[src/hdl/lppc_pkg.sv]
/*
 Constants, field layouts, reset values and types of the low-power pulse
 counter: register map, timing counts, counting modes, calibration states.
 Assumes a single 100 MHz clock that belongs to the always-on timebase.
*/
// Function
// Two 24-bit counters only increment and wrap from all ones to zero.
// A counter overflow can raise a processor wake-up event.
// Two 24-bit comparators wake the processor when a counter hits threshold.
// Sampling, debounce and pull-up timing come from the always-on clock.
// Software keeps the always-on clock running while pulses are counted.
// Counting is enabled only when the mode field selects a counting mode.
// Every write to the mode register clears both counters.
// Software writes to the counters are ignored; they are read-only.
// Single mode counts input A into counter 0; counter 1 stays idle.
// Dual mode counts input A into counter 0, input B into counter 1.
// Dual mode shares one pull-up, sample rate and debounce for both.
// Quadrature: clockwise steps bump counter 0, counter-clockwise counter 1.
// Clockwise order LL-HL-HH-LH, reverse LL-LH-HH-HL, letters B then A.
// Counting continues asleep; single input edges never wake the processor.
// Pull-up strength is programmable; calibration finds the weakest working.
// Sample interval from 250 us to 2 ms, chosen by mode bits 5:4.
// During calibration integrators ignore inputs and counters hold.
// A quadrature transition that skips a state counts nothing.
// Decoding and counting use debounced states updated once per tick.
package lppc_pkg;
   // ==========================================================
   // Timing
   localparam int CLK_MHZ = 100;
   localparam int SAMPLE_BASE_US = 250;
   localparam int SAMPLE_BASE_CYC = SAMPLE_BASE_US * CLK_MHZ;
   localparam int PU_CHARGE_NS = 2000;
   localparam int PU_CHARGE_CYC = (PU_CHARGE_NS * CLK_MHZ) / 1000;
   localparam int TICK_W = 20;
   localparam logic [7:0] CAL_TEST_TICKS = 8'h03;

   // ==========================================================
   // Widths
   localparam int CNT_W = 24;
   localparam int DEB_W = 4;
   localparam int ADDR_W = 8;

   // ==========================================================
   // Register offsets (byte addresses)
   localparam logic [7:0] REG_MODE = 8'h00;
   localparam logic [7:0] REG_PULLUP = 8'h04;
   localparam logic [7:0] REG_CNT0 = 8'h08;
   localparam logic [7:0] REG_CNT1 = 8'h0C;
   localparam logic [7:0] REG_THR0 = 8'h10;
   localparam logic [7:0] REG_THR1 = 8'h14;
   localparam logic [7:0] REG_STATUS = 8'h18;
   localparam logic [7:0] REG_WAKE_EN = 8'h1C;
   localparam logic [7:0] REG_DEBOUNCE = 8'h20;

   // ==========================================================
   // Field positions
   localparam int MODE_CM_LSB = 6;
   localparam int MODE_SI_LSB = 4;
   localparam int PU_DUTY_LSB = 0;
   localparam int PU_STR_LSB = 2;
   localparam int PU_CALPORT_BIT = 5;
   localparam int PU_CALGO_BIT = 6;
   localparam int PU_CALBUSY_BIT = 7;
   localparam int PU_CALFAIL_BIT = 8;
   localparam int ST_OVF0 = 0;
   localparam int ST_OVF1 = 1;
   localparam int ST_THR0 = 2;
   localparam int ST_THR1 = 3;

   // ==========================================================
   // Reset values
   localparam logic [1:0] SI_RST = 2'h0;
   localparam logic [2:0] PU_STR_RST = 3'h4;
   localparam logic [1:0] PU_DUTY_RST = 2'h0;
   localparam logic [DEB_W-1:0] DEB_RST = 4'h2;
   localparam logic [CNT_W-1:0] THR_RST = 24'hFFFFFF;
   localparam logic [3:0] WEN_RST = 4'h0;

   // ==========================================================
   // Types
   typedef enum logic [1:0] {
      CM_OFF = 2'h0,
      CM_SINGLE = 2'h1,
      CM_DUAL = 2'h2,
      CM_QUAD = 2'h3
   } lppc_mode_type;

   typedef enum logic [1:0] {
      CAL_IDLE = 2'b01,
      CAL_TEST = 2'b10
   } lppc_cal_type;
endpackage : lppc_pkg

[src/hdl/lppc_smp_if.sv]
/*
 Link between the pulse counter core and its input sampler.
 Assumes both ends run on the same clock; no crossing here.
*/
`timescale 1ns/1ps
interface lppc_smp_if;
   import lppc_pkg::*;
   logic tick;
   logic freeze;
   logic [DEB_W-1:0] limit;
   logic [1:0] deb;
   logic upd;
   logic [1:0] level;
   // Core drives timing and debounce depth, sampler returns states
   modport ctrl (output tick, freeze, limit, input deb, upd, level);
   modport smp (input tick, freeze, limit, output deb, upd, level);
endinterface : lppc_smp_if

[src/hdl/lppc_sampler.sv]
/*
 Input sampler: synchronises both pulse pins and runs one debounce
 integrator per channel on each sample tick outside calibration.
 Assumes the core supplies a one-cycle tick and a shared depth.
*/
`timescale 1ns/1ps
module lppc_sampler (
   // Clock and reset
   input wire logic clk_i,
   input wire logic rst_i,
   // Pulse pins, asynchronous
   input wire logic pin_a_i,
   input wire logic pin_b_i,
   // Core side
   lppc_smp_if.smp smp
);
   import lppc_pkg::*;

   typedef struct packed {
      logic [1:0] s1;
      logic [1:0] s2;
      logic [1:0][DEB_W-1:0] integ;
      logic [1:0] deb;
      logic upd;
   } lppc_smp_state_type;

   lppc_smp_state_type r;
   lppc_smp_state_type next_r;

   // ==========================================================
   // Integrators
   // Both channels share one depth so they behave alike.
   always_comb begin
      next_r = r;
      next_r.s1 = {pin_b_i, pin_a_i};
      next_r.s2 = r.s1;
      next_r.upd = 1'b0;
      // Frozen during calibration so the charging input is not counted
      if (smp.tick && !smp.freeze) begin
         for (int ch = 0; ch < 2; ch++) begin
            if (r.s2[ch] && r.integ[ch] < smp.limit) begin
               next_r.integ[ch] = r.integ[ch] + 1'b1;
            end else if (!r.s2[ch] && r.integ[ch] != '0) begin
               next_r.integ[ch] = r.integ[ch] - 1'b1;
            end
            if (smp.limit == '0) begin
               next_r.deb[ch] = r.s2[ch];
            end else if (next_r.integ[ch] == smp.limit) begin
               next_r.deb[ch] = 1'b1;
            end else if (next_r.integ[ch] == '0) begin
               next_r.deb[ch] = 1'b0;
            end
         end
         next_r.upd = 1'b1;
      end
   end

   // State register
   always_ff @(posedge clk_i) begin
      if (rst_i) begin
         r <= '0;
      end else begin
         r <= next_r;
      end
   end

   // Outputs toward the core
   assign smp.deb = r.deb;
   assign smp.upd = r.upd;
   assign smp.level = r.s2;
endmodule : lppc_sampler

[src/hdl/lppc_top.sv]
/*
 Low-power pulse counter core: Wishbone register slave, sample tick,
 pull-up control with calibration, mode decode, two 24-bit counters,
 threshold comparators and sticky wake-up flags.
 Assumes classic Wishbone on clk_i and asynchronous pulse pins.
*/
// Design decisions made here: the register offsets and the Wishbone slave port.
`timescale 1ns/1ps
module lppc_top #(
   parameter int SAMPLE_BASE_CYCLES = lppc_pkg::SAMPLE_BASE_CYC
) (
   // Clock and reset
   input wire logic clk_i,
   input wire logic rst_i,
   // Wishbone slave
   input wire logic wb_cyc_i,
   input wire logic wb_stb_i,
   input wire logic wb_we_i,
   input wire logic [lppc_pkg::ADDR_W-1:0] wb_adr_i,
   input wire logic [3:0] wb_sel_i,
   input wire logic [31:0] wb_dat_i,
   output logic [31:0] wb_dat_o,
   output logic wb_ack_o,
   // Meter sensor pins
   input wire logic pulse_input_a_i,
   input wire logic pulse_input_b_i,
   // Pull-up control
   output logic pullup_en_o,
   output logic [2:0] pullup_sel_o,
   // Wake-up request
   output logic wake_o
);
   import lppc_pkg::*;

   // ==========================================================
   // Elaboration checks
   if (SAMPLE_BASE_CYCLES < 2 ||
       SAMPLE_BASE_CYCLES * 8 >= 2 ** TICK_W) begin : g_bad_base
      $error("SAMPLE_BASE_CYCLES does not fit the tick counter");
   end
   if (PU_CHARGE_CYC * 8 >= SAMPLE_BASE_CYCLES) begin : g_bad_charge
      $error("Pull-up charge window longer than a sample interval");
   end

   // ==========================================================
   // State
   typedef struct packed {
      lppc_mode_type cm;
      logic [1:0] si;
      logic [2:0] pu_str;
      logic [1:0] pu_duty;
      logic cal_port;
      logic cal_fail;
      lppc_cal_type cal;
      logic [2:0] cal_str;
      logic [7:0] cal_ticks;
      logic [DEB_W-1:0] deb_lim;
      logic [CNT_W-1:0] thr0;
      logic [CNT_W-1:0] thr1;
      logic [CNT_W-1:0] cnt0;
      logic [CNT_W-1:0] cnt1;
      logic [1:0] prev;
      logic [3:0] flags;
      logic [3:0] wen;
      logic [TICK_W-1:0] tick_cnt;
      logic tick;
      logic pu_en;
      logic [2:0] pu_sel;
      logic wake;
      logic ack;
      logic [31:0] dat;
   } lppc_top_state_type;

   localparam lppc_top_state_type RST_STATE = '{
      cm: CM_OFF,
      si: SI_RST,
      pu_str: PU_STR_RST,
      pu_duty: PU_DUTY_RST,
      cal: CAL_IDLE,
      deb_lim: DEB_RST,
      thr0: THR_RST,
      thr1: THR_RST,
      wen: WEN_RST,
      default: '0
   };

   lppc_top_state_type r;
   lppc_top_state_type next_r;
   lppc_smp_if smp_link ();

   // ==========================================================
   // Functions
   // Increment with wrap; the top bit flags the all-ones to zero roll
   function automatic logic [CNT_W:0] bump(input logic [CNT_W-1:0] v);
      bump = {1'b0, v} + {{CNT_W{1'b0}}, 1'b1};
   endfunction : bump

   // Quadrature step from {B,A} states: bit 0 clockwise, bit 1 reverse.
   // Anything not one step away, including a skip, returns zero.
   function automatic logic [1:0] quad_step(input logic [1:0] p,
                                            input logic [1:0] c);
      quad_step = 2'h0;
      case (p)
         2'b00: quad_step = {c == 2'b01, c == 2'b10};
         2'b10: quad_step = {c == 2'b00, c == 2'b11};
         2'b11: quad_step = {c == 2'b10, c == 2'b01};
         2'b01: quad_step = {c == 2'b11, c == 2'b00};
         default: quad_step = 2'h0;
      endcase
   endfunction : quad_step

   // Byte-lane merge of a write into an existing word
   function automatic logic [31:0] merge(input logic [31:0] old,
                                         input logic [31:0] wd,
                                         input logic [3:0] sel);
      merge = old;
      for (int b = 0; b < 4; b++) begin
         if (sel[b]) begin
            merge[8*b +: 8] = wd[8*b +: 8];
         end
      end
   endfunction : merge

   // ==========================================================
   // Sampler
   lppc_sampler u_sampler (
      .clk_i(clk_i),
      .rst_i(rst_i),
      .pin_a_i(pulse_input_a_i),
      .pin_b_i(pulse_input_b_i),
      .smp(smp_link.smp)
   );

   // Timing and debounce depth toward the sampler
   assign smp_link.tick = r.tick;
   assign smp_link.freeze = (r.cal == CAL_TEST);
   assign smp_link.limit = r.deb_lim;

   // ==========================================================
   // Next-state logic
   always_comb begin
      logic access;
      logic wr;
      logic [31:0] wd;
      logic [31:0] rd;
      logic [1:0] step;
      logic inc0;
      logic inc1;
      logic [CNT_W:0] b0;
      logic [CNT_W:0] b1;
      logic [3:0] set;
      logic [3:0] clr;
      logic [TICK_W-1:0] charge;
      access = 1'b0;
      wr = 1'b0;
      wd = 32'h0;
      rd = 32'h0;
      step = 2'h0;
      inc0 = 1'b0;
      inc1 = 1'b0;
      b0 = bump(r.cnt0);
      b1 = bump(r.cnt1);
      set = 4'h0;
      clr = 4'h0;
      charge = TICK_W'(PU_CHARGE_CYC << r.pu_duty);
      next_r = r;

      // Sample tick from the timebase; interval doubles per step
      next_r.tick = 1'b0;
      if (r.tick_cnt == '0) begin
         next_r.tick_cnt = TICK_W'((SAMPLE_BASE_CYCLES << r.si) - 1);
         next_r.tick = 1'b1;
      end else begin
         next_r.tick_cnt = r.tick_cnt - 1'b1;
      end

      // One pull-up shared by both channels; outside calibration on just before each tick in a counting mode with nonzero strength.
      // Charging only near the sample point saves most of the current.
      if (r.cal == CAL_TEST) begin
         next_r.pu_en = 1'b1;
         next_r.pu_sel = r.cal_str;
      end else begin
         next_r.pu_en = (r.cm != CM_OFF) && (r.pu_str != 3'h0) &&
                        (r.tick_cnt < charge);
         next_r.pu_sel = r.pu_str;
      end

      // Calibration: raise strength until the open input reads high
      case (r.cal)
         CAL_IDLE: begin
         end
         CAL_TEST: begin
            if (r.tick) begin
               if (r.cal_ticks == CAL_TEST_TICKS - 8'h01) begin
                  next_r.cal_ticks = 8'h00;
                  if (smp_link.level[r.cal_port]) begin
                     next_r.pu_str = r.cal_str;
                     next_r.cal = CAL_IDLE;
                  end else if (r.cal_str == 3'h7) begin
                     next_r.cal_fail = 1'b1;
                     next_r.cal = CAL_IDLE;
                  end else begin
                     next_r.cal_str = r.cal_str + 3'h1;
                  end
               end else begin
                  next_r.cal_ticks = r.cal_ticks + 8'h01;
               end
            end
         end
         default: next_r.cal = CAL_IDLE;
      endcase

      // Counting on each debounced update, never while calibrating
      if (smp_link.upd) begin
         next_r.prev = smp_link.deb;
         step = quad_step(r.prev, smp_link.deb);
         case (r.cm)
            CM_SINGLE: begin
               inc0 = !r.prev[0] && smp_link.deb[0];
            end
            CM_DUAL: begin
               inc0 = !r.prev[0] && smp_link.deb[0];
               inc1 = !r.prev[1] && smp_link.deb[1];
            end
            CM_QUAD: begin
               inc0 = step[0];
               inc1 = step[1];
            end
            default: begin
               inc0 = 1'b0;
               inc1 = 1'b0;
            end
         endcase
      end
      if (inc0) begin
         next_r.cnt0 = b0[CNT_W-1:0];
         set[ST_OVF0] = b0[CNT_W];
         set[ST_THR0] = (b0[CNT_W-1:0] == r.thr0);
      end
      if (inc1) begin
         next_r.cnt1 = b1[CNT_W-1:0];
         set[ST_OVF1] = b1[CNT_W];
         set[ST_THR1] = (b1[CNT_W-1:0] == r.thr1);
      end

      // Wishbone access; ack stands one cycle, writes act with it
      access = wb_cyc_i && wb_stb_i && !r.ack;
      wr = access && wb_we_i;
      next_r.ack = access;
      case (wb_adr_i)
         REG_MODE: rd = {24'h0, r.cm, r.si, 4'h0};
         REG_PULLUP: rd = {23'h0, r.cal_fail, r.cal == CAL_TEST,
                           1'b0, r.cal_port, r.pu_str, r.pu_duty};
         REG_CNT0: rd = {8'h00, r.cnt0};
         REG_CNT1: rd = {8'h00, r.cnt1};
         REG_THR0: rd = {8'h00, r.thr0};
         REG_THR1: rd = {8'h00, r.thr1};
         REG_STATUS: rd = {28'h0, r.flags};
         REG_WAKE_EN: rd = {28'h0, r.wen};
         REG_DEBOUNCE: rd = {{(32-DEB_W){1'b0}}, r.deb_lim};
         default: rd = 32'h0;
      endcase
      next_r.dat = access ? rd : 32'h0;

      if (wr) begin
         wd = merge(rd, wb_dat_i, wb_sel_i);
         case (wb_adr_i)
            REG_MODE: begin
               next_r.cm = lppc_mode_type'(wd[MODE_CM_LSB +: 2]);
               next_r.si = wd[MODE_SI_LSB +: 2];
               // Clear wins over a same-cycle increment
               next_r.cnt0 = '0;
               next_r.cnt1 = '0;
               next_r.prev = smp_link.deb;
            end
            REG_PULLUP: begin
               // Settings frozen while calibration owns the pull-up
               if (r.cal == CAL_IDLE) begin
                  next_r.pu_duty = wd[PU_DUTY_LSB +: 2];
                  next_r.pu_str = wd[PU_STR_LSB +: 3];
                  next_r.cal_port = wd[PU_CALPORT_BIT];
                  if (wd[PU_CALGO_BIT]) begin
                     next_r.cal = CAL_TEST;
                     next_r.cal_str = 3'h1;
                     next_r.cal_ticks = 8'h00;
                     next_r.cal_fail = 1'b0;
                  end
               end
            end
            REG_THR0: next_r.thr0 = wd[CNT_W-1:0];
            REG_THR1: next_r.thr1 = wd[CNT_W-1:0];
            REG_STATUS: clr = wd[3:0];
            REG_WAKE_EN: next_r.wen = wd[3:0];
            REG_DEBOUNCE: next_r.deb_lim = wd[DEB_W-1:0];
            // Counters are read-only, writes fall here
            default: clr = 4'h0;
         endcase
      end

      // Sticky flags, write one to clear; a new event beats the clear
      next_r.flags = (r.flags & ~clr) | set;
      // Only overflow and threshold events wake, never single edges
      next_r.wake = |(next_r.flags & r.wen);
   end

   // State register
   always_ff @(posedge clk_i) begin
      if (rst_i) begin
         r <= RST_STATE;
      end else begin
         r <= next_r;
      end
   end

   // ==========================================================
   // Outputs, all straight from flops
   assign wb_dat_o = r.dat;
   assign wb_ack_o = r.ack;
   assign pullup_en_o = r.pu_en;
   assign pullup_sel_o = r.pu_sel;
   assign wake_o = r.wake;
endmodule : lppc_top

[config.mk]
export PLATFORM = sky130hd
export DESIGN_NAME = lppc_top
export DESIGN_NICKNAME = d
export VERILOG_FILES = /design/src/hdl/lppc_pkg.sv /design/src/hdl/lppc_smp_if.sv /design/src/hdl/lppc_sampler.sv /design/src/hdl/lppc_top.sv
export SDC_FILE = /design/constraint.sdc
export NUM_CORES = 1
export LEC_CHECK = 0
export BUFFER_PORTS_ARGS = -buffer_cell sky130_fd_sc_hd__buf_2
export CAP_MARGIN = 20
export CORE_MARGIN = 2
export CORE_UTILIZATION = 24
export DETAILED_ROUTE_END_ITERATION = 6
export SLEW_MARGIN = 20
export SYNTH_ARGS = -nofsm -noshare
export SYNTH_HDL_FRONTEND = slang
export SYNTH_SLANG_ARGS = --single-unit
export TNS_END_PERCENT = 5
[constraint.sdc]
create_clock -name clk_i -period 7.8 [get_ports clk_i]
set_clock_uncertainty 0.15 [all_clocks]
set_input_delay 1.56 -clock clk_i [delete_from_list [all_inputs] [get_ports clk_i]]
set_output_delay 1.56 -clock clk_i [all_outputs]
set_load 0.02 [all_outputs]
After elaboration in Yosys (flattened, before gate mapping)

Index checks and enable logic that the tools add are counted.

Flip-flop bits (word level): 208
Output and inout bits: 38
Logic and storage cells: 179

Add/sub/neg operators: 10
Order comparisons: 4
Equality and inequality tests: 25
Shift operators: 2
Multiplexer cells: 60
Bitwise logic cells: 5
Reductions and logical operators: 42

Operator list:

| operator                | number |
|---|---|
| $pmux W24 S9            | 1 |
| $mux W122               | 1 |
| $mux W24                | 4 |
| $mux W20                | 3 |
| $add A24 B1 Y25 const B | 2 |
| $mux W50                | 1 |
| $eq A24 B24 Y1          | 2 |
| $mux W4                 | 10 |
| $mux W8                 | 5 |
| $eq A8 B5 Y1 const B    | 4 |
| $mux W14                | 2 |
| $mux W3                 | 7 |
| $logic_not A20 Y1       | 1 |
| $lt A20 B20 Y1          | 1 |
| $shl A15 B2 Y20 const A | 1 |
| $shl A8 B2 Y20 const A  | 1 |
| $sub A20 B1 Y20 const B | 1 |
| $sub A20 B2 Y20 const B | 1 |
| $mux W1                 | 18 |
| $eq A8 B4 Y1 const B    | 2 |
| $eq A2 B2 Y1 const B    | 7 |
| $reduce_and A2 Y1       | 7 |
| $logic_and A1 B1 Y1     | 12 |
| $logic_not A4 Y1        | 3 |
| other kinds (31)        | 51 |

Longest topological paths before layout

Gate-level depths: netlist (run 1).

Word-level depth: 11
Gate-level depth with buffers: 12

By module

From an unflattened synthesis (run 1), not the netlist that was laid out.

Cells, all modules: 1454
Area total of the unflattened synthesis: 11875.1 um2

Modules (own cells, without submodules):

| module       | times used | cells each | area an instance (um2) | seq. area each (um2) |
|---|---|---|---|---|
| lppc_top     | 1          | 1288       | 10531.4                | 3703.6 |
| lppc_sampler | 1          | 166        | 1343.8                 | 300.3 |

Least setup slack after synthesis (run 1)

Ideal clock, no wire load.

Path kind: input to register
From: input port wb_adr_i[3] (netlist name)
To: register r, in the netlist wake_o
Library setup time: 0.079 ns
Arrival time: 3.513 ns
Required time: 7.571 ns
Slack: 4.058 ns
Cell stages on the path: 9
Path buffers: 1
Cell sequence: clkbuf_1 mux4_2 and4_1 o41ai_1 o21ai_1 a21oi_1 nand2_1 o2111a_1 o211ai_1

Cells in the longest elaborated chain, start to end: 11
Elaborated cells between the ends (all ways): 19
Those cells by class: 8 x eq/ne; 5 x mux; 4 x bitwise; 2 x reduce/logical

Ends and longest elaborated chain:

| what                                       | line            | RTL |
|---|---|---|
| from (decl)                                | lppc_top.sv:19  | `input wire logic [lppc_pkg::ADDR_W-1:0] wb_adr_i,` |
| $eq A8 B6 Y1, or another cell as far along | lppc_top.sv:250 | `case (wb_adr_i)` |
| $pmux W24 S9                               | lppc_top.sv:250 |  |
| $mux W8                                    | lppc_top.sv:118 | `if (sel[b]) begin` |
| $mux W8                                    | lppc_top.sv:265 | `if (wr) begin` |
| $mux W4 *                                  | lppc_top.sv:267 | `case (wb_adr_i)` |
| $mux W4 *                                  | lppc_top.sv:265 |  |
| $not A4 Y4 *                               | lppc_top.sv:301 | `next_r.flags = (r.flags & ~clr) \| set;` |
| $and A4 B4 Y4 *                            | lppc_top.sv:301 |  |
| $or A4 B4 Y4 *                             | lppc_top.sv:301 |  |
| $and A4 B4 Y4 *                            | lppc_top.sv:303 | `next_r.wake = \|(next_r.flags & r.wen);` |
| $reduce_or A4 Y1 *                         | lppc_top.sv:303 |  |
| to (signal assigned)                       | lppc_top.sv:311 | `r <= next_r;` |
| to (decl)                                  | lppc_top.sv:87  | `lppc_top_state_type r;` |

Mark *: on every way between the ends. The rest lies on a longest branch, timed or not. The select of a mux whose other input is x is not followed.
A chain may end at the register's enable or synchronous reset.

Worst setup path in the final report (run 1)

From: input port wb_adr_i[3] (netlist name)
To: register r[90] (netlist name)

Cells in the longest elaborated chain, start to end: 3

Ends and longest elaborated chain:

| what             | line |
|---|---|
| $logic_not A8 Y1 | lppc_top.sv:267 |
| $mux W50         | lppc_top.sv:267 |
| $mux W122        | lppc_top.sv:265 |

Every way passes these cells.

==> results.toml, run 1 <==
[status]
outcome = "completed"

[timing]
finalCriticalPeriod_ns = 4.66
setup-violations-final = 0
final_max_slew_viol_count = 0
slew_headroom = 0.311
fmax_mhz = 215
worstMarginPinSlew_ns = 1.03
fin_tns_setup_ns = 0
finalHoldViolations = 0
fin_crit_sh = 0.597
timing.final.ws_setup_ns = 3.14
rsz0062_at_grt = "no"

[yosys]
syn_inst = 1421
synth_area_um2 = 11700
synth_edf_count = 0
ys_async_sr_fraction = 0
ys_seq_area_frac = 0.342
ys_types = 72
synth_seq_cells = 200
synth_ff_type = "dfxtp_1"
syn_avg_cell_area_um2 = 8.23
synth_warnings = 0

[job]
maxCapViolCount = 0

[worst_setup_path]
cp_top_family = "simple AND/OR/NAND/NOR gates"
worst-setup-path-type = "primary input to register"
critPathRequiredTime_ns = 7.95
critPathCaptureType = "register"
critPathArrivalTime_ns = 4.81
cp_cell_sequence = "buf_2, nor4_1, nor3b_1, and2_1, or2_2, nor2_1"
cpMaxStageDelayCell = "nor3b_1"
start_kind = "primary input"
path_max_fanout = 48
critPathMaxStageDelay_ns = 0.87
crit_buf_inv = 1

[floorplanning]
start_util = 0.244
core_um2 = 47900
die_y_um = 225
rows = 80
io_pins = 89
dieWidth_um = 225
dieArea_um2 = 50500

[grt]
grt_pass1_wl_um = 53200
grt_use_total = 0.135
overflow = 0
grt_max_degree = 59
grt_pass1_vias = 9627
antenna_found_initial = 9

[placement]
pre_cts_slack_ns = 2.92
hpwl_um = 25300
io_buffers = 71
place.gp.congestion = 0.924
postPlaceCellArea_um2 = 12300

[clock_tree]
cts_sinks = 200
hold_buffers = 0
clk_latency_ns = 0.46
cts_root_buf = "clkbuf_16"
clockBufferDepth = 2
cts_tree = "built"
cts_buffers = 17
cts_resized = 0
cts_max_level = 4
clk_pin_slew_worst_paths_ns = 0.07
cts_setup_buffers = 0

[cells_and_area]
multi_input_area_um2 = 6920
final_area_um2 = 12900
layout-drive-gt1-share = 0.106
final_cell_mix = "200 x dfxtp_1, 145 x nor2_1, 140 x nand2_1"
ff_latch_area_um2 = 4000
final_common_cell = "dfxtp_1"
area_growth_pct = 10.4
fill_cells = 5112
final_nets = 1497

[routing]
ant_nets = 0
routedWlPerCell_um = 16.7
drcViolationCount = 0
drt_iter0_drc = 956
wl_um = 33900
drt_pre_antenna_iters = 5
via_count = 10200
viasPerCell = 5.02

[worst_hold_path]
min_path_type = "register to register"

[power_and_ir_drop]
p_leak_nw = 4.84
p_per_area_nw_per_um2 = 179
fin_total_pwr_w = 0.00231
peakVddDrop_uv = 133
## cell families after synthesis
logic type,after synthesis,synth area share
simple gates,533,0.223
compound gates,266,0.158
flops,200,0.342
buf+inv,177,0.0694
xor+xnor,146,0.109
mux,54,0.0511
fa+ha+maj,44,0.0471
other cells,1,0.000321
## per-stage QoR
| stage | hold slack [ns] | instances | utilization |
|---|---|---|---|
| 3_3_place_gp | 0.274 | 1998 | 0.257 |
| 3_5_place_dp | 0.274 | 1998 | 0.257 |
| 4_1_cts | 0.291 | 2030 | 0.269 |
| 2_1_floorplan | 0.264 | 1428 | - |
| 5_1_grt | 0.311 | 2030 | 0.269 |
| 6_report | 0.290 | 2032 | 0.269 |
## worst paths after layout
check	end	depth (start not counted)	startpoint	slack [ns]
worst max-delay path	r[90]	6	wb_adr_i[3]	3.14
worst min-delay path	u_sampler.smp.level[0]	1	u_sampler.next_r[11]	0.29
worst max register to register	wake_o	8	r[99]	4.14
worst min register to register	u_sampler.smp.level[0]	1	u_sampler.next_r[11]	0.29
## where the power goes
part | switching, W | internal [W] | total (W) | leakage, nW
Combinational | 0.000185 | 0.000129 | 0.000314 | 2.95
Sequential | 0.0000388 | 0.00106 | 0.00109 | 1.62
Clock | 0.000415 | 0.000491 | 0.000906 | 0.281
Total | 0.000639 | 0.00168 | 0.00231 | 4.84
## worst reg2reg max path, delay by kind of cell, from the launching register on
kind / cells / cell delay (ns)
AO/OA/AOI/OAI: 3 / 1.02
flip-flops: 1 / 0.58
AND/OR/NAND/NOR: 5 / 1.84
## layer usage
metal | GRT usage | vias up | part of all wire
met5 | 0 | - | 0.0013
met4 | 0.0446 | 8 | 0.024
met3 | 0.0311 | 53 | 0.074
met2 | 0.208 | 347 | 0.44
met1 | 0.184 | 4855 | 0.46
li1 | - | 4929 | -
## cell usage after synthesis, types with 35 or more instances
library cell | instances | area share
clkbuf_1 | 72 | 0.023
o211ai_1 | 50 | 0.032
inv_1 | 50 | 0.016
nand3_1 | 50 | 0.021
buf_4 | 35 | 0.022
xnor2_1 | 82 | 0.061
ha_1 | 44 | 0.047
nand2_1 | 140 | 0.045
a21oi_1 | 53 | 0.023
nor2_1 | 145 | 0.047
o21ai_0 | 36 | 0.015
dfxtp_1 | 200 | 0.34
nor3_1 | 40 | 0.017
xor2_1 | 64 | 0.048
## final cells by class
cell class / instances / share of cell area
Antenna cell: 2 / 0.000388
Clock buffer: 22 / 0.0360
Clock inverter: 10 / 0.00930
Inverter: 50 / 0.0145
Multi-Input combinational cell: 1051 / 0.536
Sequential cell: 200 / 0.310
Tap cell: 615 / 0.0596
Timing Repair Buffer: 82 / 0.0339
## sequential cells by signal, summed over array words and instances, names as in the netlist
signal               count
u_sampler.next_r         2
u_sampler.smp.deb        2
u_sampler.smp.level      2
pullup_sel_o             3
wb_ack_o                 1
smp_link.limit           4
wb_dat_o                24
u_sampler.smp.upd        1
smp_link.tick            1
pullup_en_o              1
u_sampler.r              8
r                      150
wake_o                   1
Note: power is estimated with default switching activity, not from simulation.
==> run 2, diff against run 1 <==
--- a/config.mk
+++ b/config.mk
@@ -5,6 +5,7 @@
 export SDC_FILE = /design/constraint.sdc
 export NUM_CORES = 1
 export LEC_CHECK = 0
+export ABC_AREA = 1
 export BUFFER_PORTS_ARGS = -buffer_cell sky130_fd_sc_hd__buf_2
 export CAP_MARGIN = 20
 export CORE_MARGIN = 2
==> constraint.sdc (replaced) <==
create_clock -name clk_i -period 4.5 [get_ports clk_i]
set_clock_uncertainty 0.15 [all_clocks]
set_input_delay 0.9 -clock clk_i [delete_from_list [all_inputs] [get_ports clk_i]]
set_output_delay 0.9 -clock clk_i [all_outputs]
set_load 0.02 [all_outputs]
==> run 2 against run 1 <==
  * Clock power is 77% higher
  * Clock-buffer cell count shrank 5
  * Die area increased by 2.0%
  * Sequential share of layout area decreased by 1.0 points
  * Combinational power grew to 3.4 times the previous value
  * Non-clock buffer count shrank 1
  * Core utilization grew 0.31 points
  * Synthesized cell count is 25% higher
  * Routed wire length increased by 8.0%
  * Worst setup slack worse by 2.0 ns
  * Highest routed layer is now met4
==> results.toml, run 2 <==
[grt]
grt_max_degree = 50
overflow = 0
grt_pass1_vias = 10700
grt_pass1_wl_um = 57700
grt_use_total = 0.143
antenna_found_initial = 1

[cells_and_area]
final_nets = 1892
largest_reg_flops = 150
area_growth_pct = 12.0
regMostFlops = "r"
final_common_cell = "nand2_1"
final_cell_mix = "428 x nand2_1, 217 x inv_1, 200 x dfxtp_1"
layout-drive-gt1-share = 0.0890
final_cells = 2476

[yosys]
synth_edf_count = 0
synth_compound_area_frac = 0.169
synth_xor_area_frac = 0.0331
synth_area_um2 = 11900
syn_avg_cell_area_um2 = 6.72
ys_seq_area_frac = 0.335
synth_warnings = 0
synth_adder_area_share = 0.0461
synth_area_leaders = "dfxtp_1 34%, nand2_1 13%, inv_1 6.8%"
ys_types = 47
synth_seq_cells = 200
syn_inst = 1776
yosysMostFrequentCell = "nand2_1"
yosys.area_share.simple = 0.307
yosysTopAreaCellShare = 0.335
synth_top_family_by_area = "simple AND/OR/NAND/NOR gates"
yosys.area.top_type = "dfxtp_1"
synth_ff_type = "dfxtp_1"
ys_async_sr_fraction = 0
muxShareOfSynthArea = 0
synth_commonest_cells = "428 x nand2_1, 217 x inv_1, 200 x dfxtp_1"

[floorplanning]
rows = 81
dieArea_um2 = 51500
io_pins = 89
dieWidth_um = 227
die_y_um = 227
core_um2 = 49100
start_util = 0.243

[worst_setup_path]
path_max_fanout = 22
critPathArrivalTime_ns = 3.52
critPathCaptureType = "register"
start_kind = "primary input"
critPathRequiredTime_ns = 4.68
worst-setup-path-type = "primary input to register"

[clock_tree]
clk_latency_ns = 0.47
cts_sinks = 200
hold_buffers = 0
cts_setup_buffers = 0
clockBufferDepth = 2
cts_buffers = 17
cts_max_level = 4
cts_root_buf = "clkbuf_16"
clk_pin_slew_worst_paths_ns = 0.08
cts_resized = 0
cts_tree = "built"

[timing]
rsz0062_at_grt = "no"
slew_headroom = 0.328
fin_crit_sh = 0.741
fin_tns_setup_ns = 0
finalHoldViolations = 0
worstMarginPinSlew_ns = 1.01
finalCriticalPeriod_ns = 3.33
final_max_slew_viol_count = 0
fmax_mhz = 300
setup-violations-final = 0

[power_and_ir_drop]
p_leak_nw = 5.66
p_per_area_nw_per_um2 = 350
peakVddDrop_uv = 301

[placement]
dp_cells = 2441
hpwl_um = 28200
place.gp.congestion = 0.935
io_buffers = 71

[routing]
ant_nets = 0
drt_pre_antenna_iters = 6
drcViolationCount = 0
via_count = 11700
wl_um = 36600
routedWlPerCell_um = 14.8
viasPerCell = 4.71
drt_iter0_drc = 1107

[job]
maxCapViolCount = 0

[status]
outcome = "completed"

[worst_hold_path]
min_path_type = "register to register"
run 2: cell families after synthesis:
kind of cell | Yosys count
buffers and inverters | 307
and+or+nand+nor | 852
xor gates and xnor gates | 42
DFF | 200
AOI/OAI and AO/OA | 330
other | 1
adders and majority gates | 44
run 2: through the flow:
stage / cell area [um2] / worst slack [ns] / utilization / hold WS (ns) / total power (W)
finish: 13400 / 1.17 / 0.272 / 0.262 / 0.00468
detailed placement: 12800 / 0.741 / 0.260 / 0.255 / 0.00309
global placement: 12800 / 0.776 / 0.260 / 0.245 / 0.00305
global route: 13400 / 0.881 / 0.272 / 0.285 / 0.00493
CTS: 13300 / 1.22 / 0.272 / 0.266 / 0.00469
floorplan: 12000 / 1.99 / - / 0.238 / 0.00284
run 2: layout make-up:
type / instances / area, um2
multi-input cells: 1276 / 6660
well taps: 664 / 831
clock inverters: 15 / 165
repair buffers: 81 / 438
clock buffers: 17 / 425
fillers: 5488 / 35700
flip-flops and latches: 200 / 4000
inverters: 221 / 830
diodes: 2 / 5.00
run 2: final timing paths:
kind,start,end,slack (ns),cells after the start
max,wb_adr_i[7],r[169],1.17,12
min,u_sampler.next_r[12],u_sampler.smp.level[1],0.26,2
max reg2reg,r[191],wake_o,1.56,14
min reg2reg,u_sampler.next_r[12],u_sampler.smp.level[1],0.26,2
run 2: power by group:
group	internal [W]	switching [W]
Combinational	0.000387	0.000690
Clock	0.000830	0.000774
Sequential	0.00188	0.000120
run 2: layer usage:
metal / up-vias / track usage / share of wire
li1: 5878 / - / -
met1: 5310 / 0.196 / 0.46
met2: 413 / 0.223 / 0.44
met3: 62 / 0.0252 / 0.071
met4: 0 / 0.0523 / 0.025
met5: - / 0 / 0
run 2: worst max-delay path, cell delays in order:
cell     delay [ns]
buf_2          0.09
inv_1          0.05
nand2_1        0.10
nor2_1         0.57
nand2_1        0.12
buf_4          0.25
o22ai_1        0.18
nor3_1         0.12
o21ai_1        0.43
nand2_1        0.24
nand2_1        0.38
nor3_1         0.09
==> run 3, diff against run 2 <==
==> constraint.sdc (replaced) <==
create_clock -name clk_i -period 3 [get_ports clk_i]
set_clock_uncertainty 0.15 [all_clocks]
set_input_delay 0.6 -clock clk_i [delete_from_list [all_inputs] [get_ports clk_i]]
set_output_delay 0.6 -clock clk_i [all_outputs]
set_load 0.02 [all_outputs]
==> run 3 against run 2 <==
  * Die area is the same
  * First-iteration DRC count shrank 1.1%
  * Non-clock buffer count increased by 29
  * Clock-buffer cell count unchanged
  * Cell count increased by 1.1%
  * Routed wire length increased by 1.8%
  * Core utilization increased by 0.42 points
  * Clock power increased by 44%
  * Critical path depth is 2 higher
  * Critical endpoint is now wake_o
  * Worst hold slack got worse by 0.065 ns
==> results.toml, run 3 (synthesis gave the netlist of run 2 again) <==
[grt]
grt_max_degree = 64
grt_use_total = 0.145
overflow = 0
antenna_found_initial = 3
grt_pass1_vias = 11000
grt_pass1_wl_um = 58600

[placement]
pre_cts_slack_ns = 0.0137
hpwl_um = 29000
place.gp.congestion = 0.915
dp_cells = 2471
io_buffers = 71

[clock_tree]
cts_setup_buffers = 0
cts_root_buf = "clkbuf_16"
clk_pin_slew_worst_paths_ns = 0.08
cts_buffers = 17
clk_latency_ns = 0.46
cts_max_level = 4
hold_buffers = 0
cts_tree = "built"
cts_resized = 0
cts_sinks = 200
clockBufferDepth = 2

[cells_and_area]
final_common_cell = "nand2_1"
layout-drive-gt1-share = 0.104
diodes = 0
final_cell_mix = "428 x nand2_1, 217 x inv_1, 200 x dfxtp_1"
largest_reg_flops = 150
final_nets = 1921
final_cells = 2503
regMostFlops = "r"
area_growth_pct = 13.7

[worst_setup_path]
critPathCaptureType = "register"
critPathArrivalTime_ns = 2.94
start_kind = "register"
path_max_fanout = 6
worst-setup-path-type = "register to register"
critPathRequiredTime_ns = 3.26

[floorplanning]
rows = 81
start_util = 0.243
io_pins = 89
dieArea_um2 = 51500
die_y_um = 227
core_um2 = 49100
dieWidth_um = 227

[timing]
rsz0062_at_grt = "no"
final_max_slew_viol_count = 0
finalHoldViolations = 0
hold_ws_ns = 0.197
finalCriticalPeriod_ns = 2.68
slew_headroom = 0.490
setup-violations-final = 0
fin_tns_setup_ns = 0
fmax_mhz = 373
timing.final.ws_setup_ns = 0.322
worstMarginPinSlew_ns = 0.763
fin_crit_sh = 0.893

[status]
outcome = "completed"

[power_and_ir_drop]
internal_power_w = 0.00457
peakVddDrop_uv = 486
p_per_area_nw_per_um2 = 510
fin_total_pwr_w = 0.00692
pwr-share-comb = 0.234
p_leak_nw = 5.80
power.share.switching = 0.341
clockPowerShare = 0.332
seq_power_share = 0.433
p_switching_w = 0.00236

[routing]
drcViolationCount = 0
wl_um = 37300
drt_iter0_drc = 1095
viasPerCell = 4.77
via_count = 11900
routedWlPerCell_um = 14.9
drt_pre_antenna_iters = 6
ant_nets = 0

[worst_hold_path]
min_path_type = "primary input to register"

[job]
maxCapViolCount = 0
==> run 3: cell count changes in the layout (fill, tap and decap cells not counted), moves of 2 or more <==
cell        before  now
clkinvlp_4       6    3
inv_6            5    3
buf_4            9   38
diode_2          2    0
clkinv_4         0    5
==> run 3: path summary, 6_finish.rpt <==
path                             to                 start  slack (ns)  depth (start not counted)
max reg2reg                  wake_o                 r[93]        0.32                         14
min            u_sampler.next_r[11]       pulse_input_a_i        0.20                          3
max                          wake_o                 r[93]        0.32                         14
min reg2reg  u_sampler.smp.level[0]  u_sampler.next_r[11]        0.26                          2
==> run 3: per-layer routing <==
metal	part of all wire	vias to the layer above	global-route usage
met5	0	-	0
met4	0.022	0	0.0464
met3	0.070	53	0.0281
met2	0.45	408	0.230
met1	0.46	5551	0.198
li1	-	5924	-
==> run 3: worst max-delay path: stages, from the launching register on <==
cell and delay, ns:
dfxtp_1 0.49, ha_1 0.24, nand2_1 0.14, nor2_2 0.20
nand2_1 0.14, nor2_1 0.17, nand2_1 0.06, nand2_1 0.12
xor2_1 0.21, nand3_1 0.10, nor2_1 0.11, nand3_1 0.21
nand2_1 0.15, nand3_1 0.07, nand2_1 0.07
==> run 3: cell type report <==
cell class | instances | area (um2)
inverters | 221 | 830
fillers | 5497 | 35500
well taps | 664 | 831
repair buffers | 110 | 661
flip-flops and latches | 200 | 4000
multi-input cells | 1276 | 6670
clock buffers | 17 | 425
clock inverters | 15 | 144
==> run 3: power by group through the flow <==
stage	sequential, W	combinational (W)	clock, W
floorplan	0.00301	0.00125	0
global route	0.00302	0.00185	0.00247
detailed placement	0.00306	0.00160	0
CTS	0.00299	0.00161	0.00236
global placement	0.00305	0.00155	0
finish	0.00300	0.00162	0.00230
==> run 3: metrics by stage <==
step | utilization | cell area (um2)
after floorplan | - | 12000
after global placement | 0.265 | 13000
after detailed placement | 0.265 | 13000
after CTS | 0.276 | 13600
after global routing | 0.277 | 13600
final | 0.277 | 13600
